$ cat src/shared/spmux_consts.vh
`ifndef SPMUX_CONSTS_VH
`define SPMUX_CONSTS_VH

// ==================================================
// Pin counts of each port
`define SPMUX_PORT_WIDTH 8
`define SPMUX_PA_PINS 6

// ==================================================
// Owner codes reported per pin (3 bits)
`define SPMUX_OWN_PORT 3'h0
`define SPMUX_OWN_KEY 3'h1
`define SPMUX_OWN_THIRD 3'h2
`define SPMUX_OWN_SECOND 3'h3
`define SPMUX_OWN_FIRST 3'h4

// ==================================================
// Reset values
`define SPMUX_RST_DIR 8'h00
`define SPMUX_RST_OWNED 1'b0

`endif

$ cat src/core/spmux_pin_arb.v
`timescale 1ns/1ps
`include "spmux_consts.vh"

// ==================================================
// One pin: up to three alternate functions above the port bit
module spmux_pin_arb (
   input wire clk,
   input wire rstSync_n,
   input wire enFirst,
   input wire enSecond,
   input wire enThird,
   input wire firstOe,
   input wire firstOut,
   input wire secondOe,
   input wire secondOut,
   input wire thirdOe,
   input wire thirdOut,
   input wire portDir,
   input wire portOut,
   output reg [2:0] owner,
   output reg pinOe,
   output reg pinOut
);
   reg released_q;
   reg [2:0] owner_d;
   reg oe_d;
   reg out_d;

   always @(posedge clk or negedge rstSync_n) begin
      if (!rstSync_n) begin
         released_q <= `SPMUX_RST_OWNED;
      end else begin
         released_q <= 1'b1;
      end
   end

   always @* begin
      owner_d = `SPMUX_OWN_PORT;
      oe_d = portDir;
      out_d = portOut;
      if (enFirst) begin
         owner_d = `SPMUX_OWN_FIRST;
         oe_d = firstOe;
         out_d = firstOut;
      end else if (enSecond) begin
         owner_d = `SPMUX_OWN_SECOND;
         oe_d = secondOe;
         out_d = secondOut;
      end else if (enThird) begin
         owner_d = `SPMUX_OWN_THIRD;
         oe_d = thirdOe;
         out_d = thirdOut;
      end
   end

   // Registered drive; first cycle after reset release still input
   always @(posedge clk or negedge rstSync_n) begin
      if (!rstSync_n) begin
         owner <= `SPMUX_OWN_PORT;
         pinOe <= 1'b0;
         pinOut <= 1'b0;
      end else if (!released_q) begin
         owner <= `SPMUX_OWN_PORT;
         pinOe <= 1'b0;
         pinOut <= 1'b0;
      end else begin
         owner <= owner_d;
         pinOe <= oe_d;
         pinOut <= out_d;
      end
   end
endmodule

$ cat src/core/spmux_top.v
`timescale 1ns/1ps
`include "spmux_consts.vh"

// Functional notes
// - After reset every shared pin is a port input, whatever is enabled.
// - Several enabled functions: the highest-ranked one owns the pin.
// - Port A bit 0: analog 0, timer channel 0, key irq 0, port.
// - Port A bit 1: analog 1, timer channel 1, key irq 1, port.
// - Port A bit 2: interrupt input, timer ext clock, key irq 2, input port.
// - Port A bit 3: reset input, key irq 3, port.
// - Port A bit 4: oscillator output, analog 2, key irq 4, port.
// - Port A bit 5: oscillator input, analog 3, key irq 5, port.
// - Port B bits 0-3: analog 4-7, then sync serial functions, then port.
// - Port B bits 4-5: analog 8-9, then async receive/transmit, then port.
// - Analog selection never cuts off another enabled module's pin input.
module spmux_top (
   input wire clk,
   input wire rst_n,
   // Pins, split into in/out/oe
   input wire [5:0] portaPinIn,
   output wire [5:0] portaPinOut,
   output wire [5:0] portaPinOe,
   input wire [7:0] portbPinIn,
   output wire [7:0] portbPinOut,
   output wire [7:0] portbPinOe,
   // Port data/direction from the port logic
   input wire [5:0] portaDir,
   input wire [5:0] portaOut,
   input wire [7:0] portbDir,
   input wire [7:0] portbOut,
   output reg [5:0] portaIn,
   output reg [7:0] portbIn,
   // Analog
   input wire [9:0] analogEn,
   output reg [9:0] analogIn,
   // Timer
   input wire [3:0] timerChanEn,
   input wire [3:0] timerChanOe,
   input wire [3:0] timerChanOut,
   output reg [3:0] timerChanIn,
   input wire timerExtClockEn,
   output reg timerExtClock,
   // Keyboard
   input wire [5:0] keyIrqEn,
   output reg [5:0] keyIrqIn,
   // Interrupt, reset, oscillator
   input wire extIrqEn,
   output reg extIrqIn,
   input wire extResetEn,
   output reg extReset_n,
   input wire oscOutputEn,
   input wire oscOutputVal,
   input wire oscInputEn,
   output reg oscInput,
   // Synchronous serial: clock, data out, data in, select
   input wire [3:0] syncSerialEn,
   input wire [3:0] syncSerialOe,
   input wire [3:0] syncSerialOut,
   output reg [3:0] syncSerialIn,
   // Asynchronous serial
   input wire asyncSerialEn,
   input wire asyncTxOut,
   output reg asyncRxIn,
   // Owner code per pin
   output wire [17:0] portaOwner,
   output wire [23:0] portbOwner
);
   // ==================================================
   // Reset synchroniser
   reg rstMeta_q;
   reg rstSync_q;
   always @(posedge clk or negedge rst_n) begin
      if (!rst_n) begin
         rstMeta_q <= 1'b0;
         rstSync_q <= 1'b0;
      end else begin
         rstMeta_q <= 1'b1;
         rstSync_q <= rstMeta_q;
      end
   end

   // ==================================================
   // Pin input synchronisers
   reg [5:0] paMeta_q;
   reg [5:0] paSync_q;
   reg [7:0] pbMeta_q;
   reg [7:0] pbSync_q;
   always @(posedge clk or negedge rstSync_q) begin
      if (!rstSync_q) begin
         paMeta_q <= 6'h00;
         paSync_q <= 6'h00;
         pbMeta_q <= 8'h00;
         pbSync_q <= 8'h00;
      end else begin
         paMeta_q <= portaPinIn;
         paSync_q <= paMeta_q;
         pbMeta_q <= portbPinIn;
         pbSync_q <= pbMeta_q;
      end
   end

   // ==================================================
   // Per-pin enables and drives in priority order
   wire [5:0] aFirst;
   wire [5:0] aSecond;
   wire [5:0] aThird;
   wire [5:0] aFirstOe;
   wire [5:0] aFirstOut;
   wire [5:0] aSecondOe;
   wire [5:0] aSecondOut;
   wire [7:0] bFirst;
   wire [7:0] bSecond;
   wire [7:0] bSecondOe;
   wire [7:0] bSecondOut;
   wire [5:0] aDirEff;

   assign aFirst = {oscInputEn, oscOutputEn, extResetEn, extIrqEn,
      analogEn[1], analogEn[0]};
   assign aSecond = {analogEn[3], analogEn[2], keyIrqEn[3], timerExtClockEn,
      timerChanEn[1], timerChanEn[0]};
   assign aThird = {keyIrqEn[5], keyIrqEn[4], 1'b0, keyIrqEn[2],
      keyIrqEn[1], keyIrqEn[0]};
   // On port A only timer channels and the oscillator output ever drive
   assign aFirstOe = {1'b0, 1'b1, 4'h0};
   assign aFirstOut = {1'b0, oscOutputVal, 4'h0};
   assign aSecondOe = {4'h0, timerChanOe[1], timerChanOe[0]};
   assign aSecondOut = {4'h0, timerChanOut[1], timerChanOut[0]};
   // Bit 2 is input-only as a port
   assign aDirEff = {portaDir[5:3], 1'b0, portaDir[1:0]};

   assign bFirst = {timerChanEn[3], timerChanEn[2], analogEn[9:4]};
   assign bSecond = {2'h0, asyncSerialEn, asyncSerialEn, syncSerialEn};
   assign bSecondOe = {2'h0, 1'b1, 1'b0, syncSerialOe};
   assign bSecondOut = {2'h0, asyncTxOut, 1'b0, syncSerialOut};

   wire [7:0] bFirstOe;
   wire [7:0] bFirstOut;
   assign bFirstOe = {timerChanOe[3], timerChanOe[2], 6'h00};
   assign bFirstOut = {timerChanOut[3], timerChanOut[2], 6'h00};

   genvar i;
   generate
      for (i = 0; i < `SPMUX_PA_PINS; i = i + 1) begin : gPa
         spmux_pin_arb uArb (
            .clk(clk),
            .rstSync_n(rstSync_q),
            .enFirst(aFirst[i]),
            .enSecond(aSecond[i]),
            .enThird(aThird[i]),
            .firstOe(aFirstOe[i]),
            .firstOut(aFirstOut[i]),
            .secondOe(aSecondOe[i]),
            .secondOut(aSecondOut[i]),
            .thirdOe(1'b0),
            .thirdOut(1'b0),
            .portDir(aDirEff[i]),
            .portOut(portaOut[i]),
            .owner(portaOwner[3*i+2:3*i]),
            .pinOe(portaPinOe[i]),
            .pinOut(portaPinOut[i])
         );
      end
      for (i = 0; i < `SPMUX_PORT_WIDTH; i = i + 1) begin : gPb
         spmux_pin_arb uArb (
            .clk(clk),
            .rstSync_n(rstSync_q),
            .enFirst(bFirst[i]),
            .enSecond(bSecond[i]),
            .enThird(1'b0),
            .firstOe(bFirstOe[i]),
            .firstOut(bFirstOut[i]),
            .secondOe(bSecondOe[i]),
            .secondOut(bSecondOut[i]),
            .thirdOe(1'b0),
            .thirdOut(1'b0),
            .portDir(portbDir[i]),
            .portOut(portbOut[i]),
            .owner(portbOwner[3*i+2:3*i]),
            .pinOe(portbPinOe[i]),
            .pinOut(portbPinOut[i])
         );
      end
   endgenerate

   // ==================================================
   // Inbound routing: enabled readers see the pin level unless masked as below.
   // Analog sampling is passive, so it never masks a lower module.
   // Key irqs and the timer ext clock read an inactive level when a non-analog owner outranks them.

   // Lower modules are masked only by non-analog owners
   wire [5:0] aBlockKey;
   wire [7:0] bBlockSer;
   assign aBlockKey = {oscInputEn, oscOutputEn, extResetEn,
      extIrqEn | timerExtClockEn, timerChanEn[1:0]};
   assign bBlockSer = {timerChanEn[3:2], 6'h00};

   always @(posedge clk or negedge rstSync_q) begin
      if (!rstSync_q) begin
         portaIn <= 6'h00;
         portbIn <= 8'h00;
         analogIn <= 10'h000;
         timerChanIn <= 4'h0;
         timerExtClock <= 1'b0;
         keyIrqIn <= 6'h00;
         extIrqIn <= 1'b1;
         extReset_n <= 1'b1;
         oscInput <= 1'b0;
         syncSerialIn <= 4'h0;
         asyncRxIn <= 1'b1;
      end else begin
         portaIn <= paSync_q;
         portbIn <= pbSync_q;
         analogIn <= {pbSync_q[5:0], paSync_q[5:4], paSync_q[1:0]} & analogEn;
         timerChanIn <= {pbSync_q[7:6], paSync_q[1:0]} & timerChanEn;
         timerExtClock <= timerExtClockEn & ~extIrqEn & paSync_q[2];
         keyIrqIn <= paSync_q & keyIrqEn & ~aBlockKey;
         extIrqIn <= extIrqEn ? paSync_q[2] : 1'b1;
         extReset_n <= extResetEn ? paSync_q[3] : 1'b1;
         oscInput <= oscInputEn & paSync_q[5];
         syncSerialIn <= pbSync_q[3:0] & syncSerialEn & ~bBlockSer[3:0];
         asyncRxIn <= asyncSerialEn ? pbSync_q[4] : 1'b1;
      end
   end
endmodule

$ cat config.mk
export PLATFORM = sky130hd
export DESIGN_NAME = spmux_top
export DESIGN_NICKNAME = d
export VERILOG_FILES = /design/src/core/spmux_pin_arb.v /design/src/core/spmux_top.v
export VERILOG_INCLUDE_DIRS = /design/src /design/src/shared
export SDC_FILE = /design/constraint.sdc
export NUM_CORES = 1
export LEC_CHECK = 0
export BUFFER_PORTS_ARGS = -buffer_cell sky130_fd_sc_hd__buf_2
export CAP_MARGIN = 10
export CELL_PAD_IN_SITES_DETAIL_PLACEMENT = 1
export CELL_PAD_IN_SITES_GLOBAL_PLACEMENT = 2
export CORE_UTILIZATION = 30
export CTS_BUF_LIST = sky130_fd_sc_hd__clkbuf_8
export CTS_CLUSTER_DIAMETER = 150
export DETAILED_ROUTE_END_ITERATION = 8
export PLACE_DENSITY = 0.84
export SYNTH_ARGS = -nofsm -noshare
export SYNTH_HDL_FRONTEND = slang
export SYNTH_SLANG_ARGS = --single-unit
export TNS_END_PERCENT = 5
$ cat constraint.sdc
create_clock -name clk -period 4.6 [get_ports clk]
set_input_delay 0.69 -clock clk [delete_from_list [all_inputs] [get_ports clk]]
set_output_delay 0.69 -clock clk [all_outputs]
set_load 0.02 [all_outputs]
Yosys cells after proc, flatten, opt, wreduce, memory -nomap -nowiden
Cells that the tools add are included.
Widths: inputs -> output; s select.

cells by class
  mux-type cells = 133
  bitwise gates (word level) = 11

operator list
  kind            number
  $mux 3          33
  $mux 1          89
  $mux 2          11
  $and 6x6->6     2
  $and 10x10->10  1
  $and 4x4->4     2
  $not 6->6       1
  $and 1x1->1     3
  $not 1->1       1
  $or 1x1->1      1

word-level totals
  register bits after elaboration = 143
  bits of input ports = 92

Depth between registers and ports, before layout
  depth after elaboration = 4
  depth in mapped cells = 3
  mapped depth without buffers = 2

Hierarchy
From an unflattened synthesis, not the netlist that was laid out.

second synthesis, totals
  cell total of the unflattened synthesis = 412
  area, all modules = 5510.3 µm²

modules (own cells, without submodules)
  module         times used  cells each  area an instance (µm²)
  spmux_pin_arb  14          22          247.7
  spmux_top      1           104         2042.0

Worst setup path after synthesis
No wires, ideal clock.

  kind = input to register
  start = input oscOutputEn
  end = register gPa[4].uArb.pinOut
  setup time = 78 ps
  arrival = 1307 ps
  required time = 4522 ps
  path slack = 3215 ps
  stages on the path = 2
  buffers on the path = 0
  cell sequence = or4b_1 > a21boi_1

on the way
  longest elaborated chain between the ends = 2

ends and longest elaborated chain
  element                 line                source
  start: declaration      spmux_top.v:51      input wire oscOutputEn,
  $mux 1                  spmux_pin_arb.v:41  if (enFirst) begin
  $mux 1                  spmux_pin_arb.v:62  end else if (!released_q) begin
  end signal: assignment  spmux_pin_arb.v:69  pinOut <= out_d;
  end: declaration        spmux_pin_arb.v:22  output reg pinOut

Every way passes these cells.

Worst setup path after layout
  start = register asyncRxIn
  end = output asyncRxIn

RTL lines
  element                   line             source
  start: declaration        spmux_top.v:63   output reg asyncRxIn,
  start signal: assignment  spmux_top.v:221  asyncRxIn <= asyncSerialEn ? pbSync_q[4] : 1'b1;

No word-level cell between the ends.

==> run_results.csv <==
group,metric,value,unit
synthesis,synth_top_area_share,72.4,%
min_path,min_path_type,"flip-flop to flip-flop",
critical_path,ff2ff_path_depth,1,
placement,place_ws,2.72,ns
synthesis,netlist_area,4460,um2
detailed_routing,ant_nets,0,
detailed_routing,wl_met3,840,um
clocking,worstSkewPairLatency,0.43,ns
synthesis,synthSimpleGateAreaFrac,14.5,%
synthesis,ys_types,25,
synthesis,post-synth-top-area-cell,"dfrtp_1",
floorplanning,pin_count,205,
floorplanning,core,14500,um2
grt,antenna_found_initial,1,
run_status,status,"finished clean",
detailed_routing,firstDrtPassIters,4,
layout,n_fill_cell,1631,
detailed_routing,drt-initial-drc-count,87,
sta,period_needed,1.79,ns
min_path,whs_path_depth,0,
synthesis,syn_area_per_cell,14.3,um2
detailed_routing,wl_met1,3.91,mm
placement,io_buffers,198,
detailed_routing,via_per_inst,4.15,
grt,grt.overflow.total,0,
clocking,ctsHtreeMaxLevel,4,
clocking,cts.sinks,132,
critical_path,crit_fanout,1,
clocking,clock-root-buffer,"clkbuf_8",
grt,grt_max_degree,80,
placement,place_area,5410,um2
clocking,hold_buffers,1,
sta,grt_setup_unrepaired,"false",
sta,setup_tns,0,ns
critical_path,critical_path_class,"flip-flop to primary output",
synthesis,yosysMostFrequentCell,"dfrtp_1",
synthesis,ys_top_cells_by_area,"dfrtp_1, buf_4, and2_1, mux2i_1, nor2_1",
critical_path,endpoint_kind,"primary output",
sta,hold_violations,0,
layout,design_area,5870,um2
synthesis,synth_top_flop_cell,"dfrtp_1",
synthesis,yosysSeqAreaShare,74.1,%
sta,slew_headroom,34.5,%
floorplanning,dieArea,15400,um2
grt,grt_pass1_vias,3013,
sta,slew_violations,0,
synthesis,synth-compound-area-share,0.785,%
critical_path,worstPathRequired,3.91,ns
pwr,p_leak,3.23,nW
clocking,cts_tree,"yes",
floorplanning,die_y,124,um
synthesis,yosys_warnings,0,
clocking,clk_pin_slew,0.07,ns
synthesis,synth_fa_ha_area_share,0,%
sta,setup_ws,2.81,ns
floorplanning,rows,44,
clocking,cts_resized,0,
critical_path,cp.depth,1,
sta,hold_ws,0.350,ns
grt,grt_pass1_wl,15.0,mm
critical_path,cp-start-kind,"flip-flop",
sta,final.period_utilization,38.9,%
clocking,cts_setup_buffers,0,
synthesis,synth_top_family_by_area,"simple AND/OR/NAND/NOR gates",
clocking,clockBufferDepth,2,
critical_path,cp_cell_sequence,"buf_2",
sta,timing.fmax,559,MHz
layout,areaGrowthSynthToFinish,31.6,%
detailed_routing,routedWlPerCell,14.2,um
job,cap_violations,0,
detailed_routing,drc,0,
critical_path,path_delay_family,"flip-flops",
synthesis,syn_inst,312,
sta,setup_violations,0,
critical_path,arrival,1.10,ns
detailed_routing,vias,2872,
layout,finalNetCount,586,
sta,tightest_slew,0.983,ns
pwr,power.density,431,nW/um2
floorplanning,die_x,124,um
critical_path,critical-path-max-stage-delay,0.52,ns
synthesis,synth_seq_cells,132,
detailed_routing,wl_met2,4.95,mm
pwr,peakVddDrop,186,uV
placement,gp_congestion,0.679,
critical_path,slowest_stage,"dfstp_2",
layout,drive_gt1_share,47.1,%
synthesis,netlist_top_cells_count,"dfrtp_1, buf_4, and2_1",
detailed_routing,routed_wl,9.85,mm
synthesis,synthArstFlopShare,100,%
critical_path,critPathBufInv,1,
synthesis,synth_xor_area_share,0,%
sta,skew,0.00666,ns
synthesis,synth_mux_area_share,2.92,%
synthesis,synth_edf_count,0,
grt,track_usage,13.5,%
floorplanning,start_util,30.7,%
detailed_routing,routed.top_layer,"met4",
clocking,cts_inserted_buffers,17,
placement,dp_hpwl,7.27,mm
registers in the layout (all words and copies together) (netlist names), 4 cells and up:
| signal | count |
|---|---|
| gPa.uArb.owner | 17 |
| gPb.uArb.owner | 14 |
| analogIn | 10 |
| gPb.uArb.pinOe | 8 |
| gPb.uArb.pinOut | 8 |
| pbMeta_q | 8 |
| pbSync_q | 8 |
| portbIn | 8 |
| gPa.uArb.pinOut | 6 |
| keyIrqIn | 6 |
| paMeta_q | 6 |
| paSync_q | 6 |
| portaIn | 6 |
| gPa.uArb.pinOe | 5 |
| syncSerialIn | 4 |
| timerChanIn | 4 |
cells by family (layout without fill, tap and decap cells):
kind of cell / Yosys count / in the layout
flip-flops: 132 / 132
AND/OR/NAND/NOR: 109 / 109
buffers and inverters: 50 / 240
multiplexers: 13 / 13
AO/OA/AOI/OAI: 6 / 6
other: 2 / 8
power breakdown:
group	switching (W)	total [W]	leakage [nW]	internal, W
logic	0.000133	0.000218	1.33	0.0000843
registers	0.0000293	0.00124	1.66	0.00122
clock network	0.000423	0.00106	0.236	0.000642
total	0.000585	0.00253	3.23	0.00194
layer usage:
metal | global-route usage [%] | up-vias
met5 | 0 | -
met4 | 6.92 | 0
met1 | 15.4 | 1429
met2 | 21.7 | 122
met3 | 5.49 | 13
li1 | - | 1308
stage by stage:
stage	utilization, %	cells	power [W]
after floorplan	-	317	0.00139
after global placement	37.2	658	0.00148
after detailed placement	37.2	658	0.00149
after CTS	40.4	691	0.00258
after global routing	40.4	691	0.00266
final	40.4	692	0.00253
final cells by class:
| class | count | area, um2 | area share (%) |
|---|---|---|---|
| Inverter | 7 | 26.3 | 0.448 |
| Sequential cell | 132 | 3310 | 56.4 |
| Timing Repair Buffer | 201 | 1020 | 17.3 |
| Antenna cell | 1 | 2.50 | 0.0426 |
| Tap cell | 184 | 230 | 3.92 |
| Multi-Input combinational cell | 135 | 837 | 14.3 |
| Clock buffer | 21 | 289 | 4.92 |
| Clock inverter | 11 | 158 | 2.69 |
cell usage in the layout, fill, tap and decap left out, drive strengths merged:
cell type    instances
a21boi               1
a21oi                4
and2                34
and3                 4
and3b                4
and4b                1
buf                200
bufinv               4
clkbuf              21
clkinv               3
clkinvlp             1
conb                 7
dfrtp              129
dfstp                3
diode                1
dlygate4sd3          1
inv                 10
mux2i               13
nand2                8
nand2b              10
nor2                28
nor2b                6
nor3b                4
nor4bb               5
o21a                 1
or3b                 4
or4b                 1
path summary, 6_finish.rpt:
kind	start	end	slack, ns
setup / recovery	asyncRxIn$_DFF_PN1_	asyncRxIn	2.81
hold / removal	paMeta_q[5]$_DFF_PN0_	paSync_q[5]$_DFF_PN0_	0.35
setup reg to reg	rstSync_q$_DFF_PN0_	analogIn[1]$_DFF_PN0_	2.84
hold reg to reg	paMeta_q[5]$_DFF_PN0_	paSync_q[5]$_DFF_PN0_	0.35
max in group asynchronous	rstSync_q$_DFF_PN0_	analogIn[1]$_DFF_PN0_	2.84
min in group asynchronous	rstSync_q$_DFF_PN0_	paMeta_q[2]$_DFF_PN0_	0.47
Power figures use the tool's default switching activity.
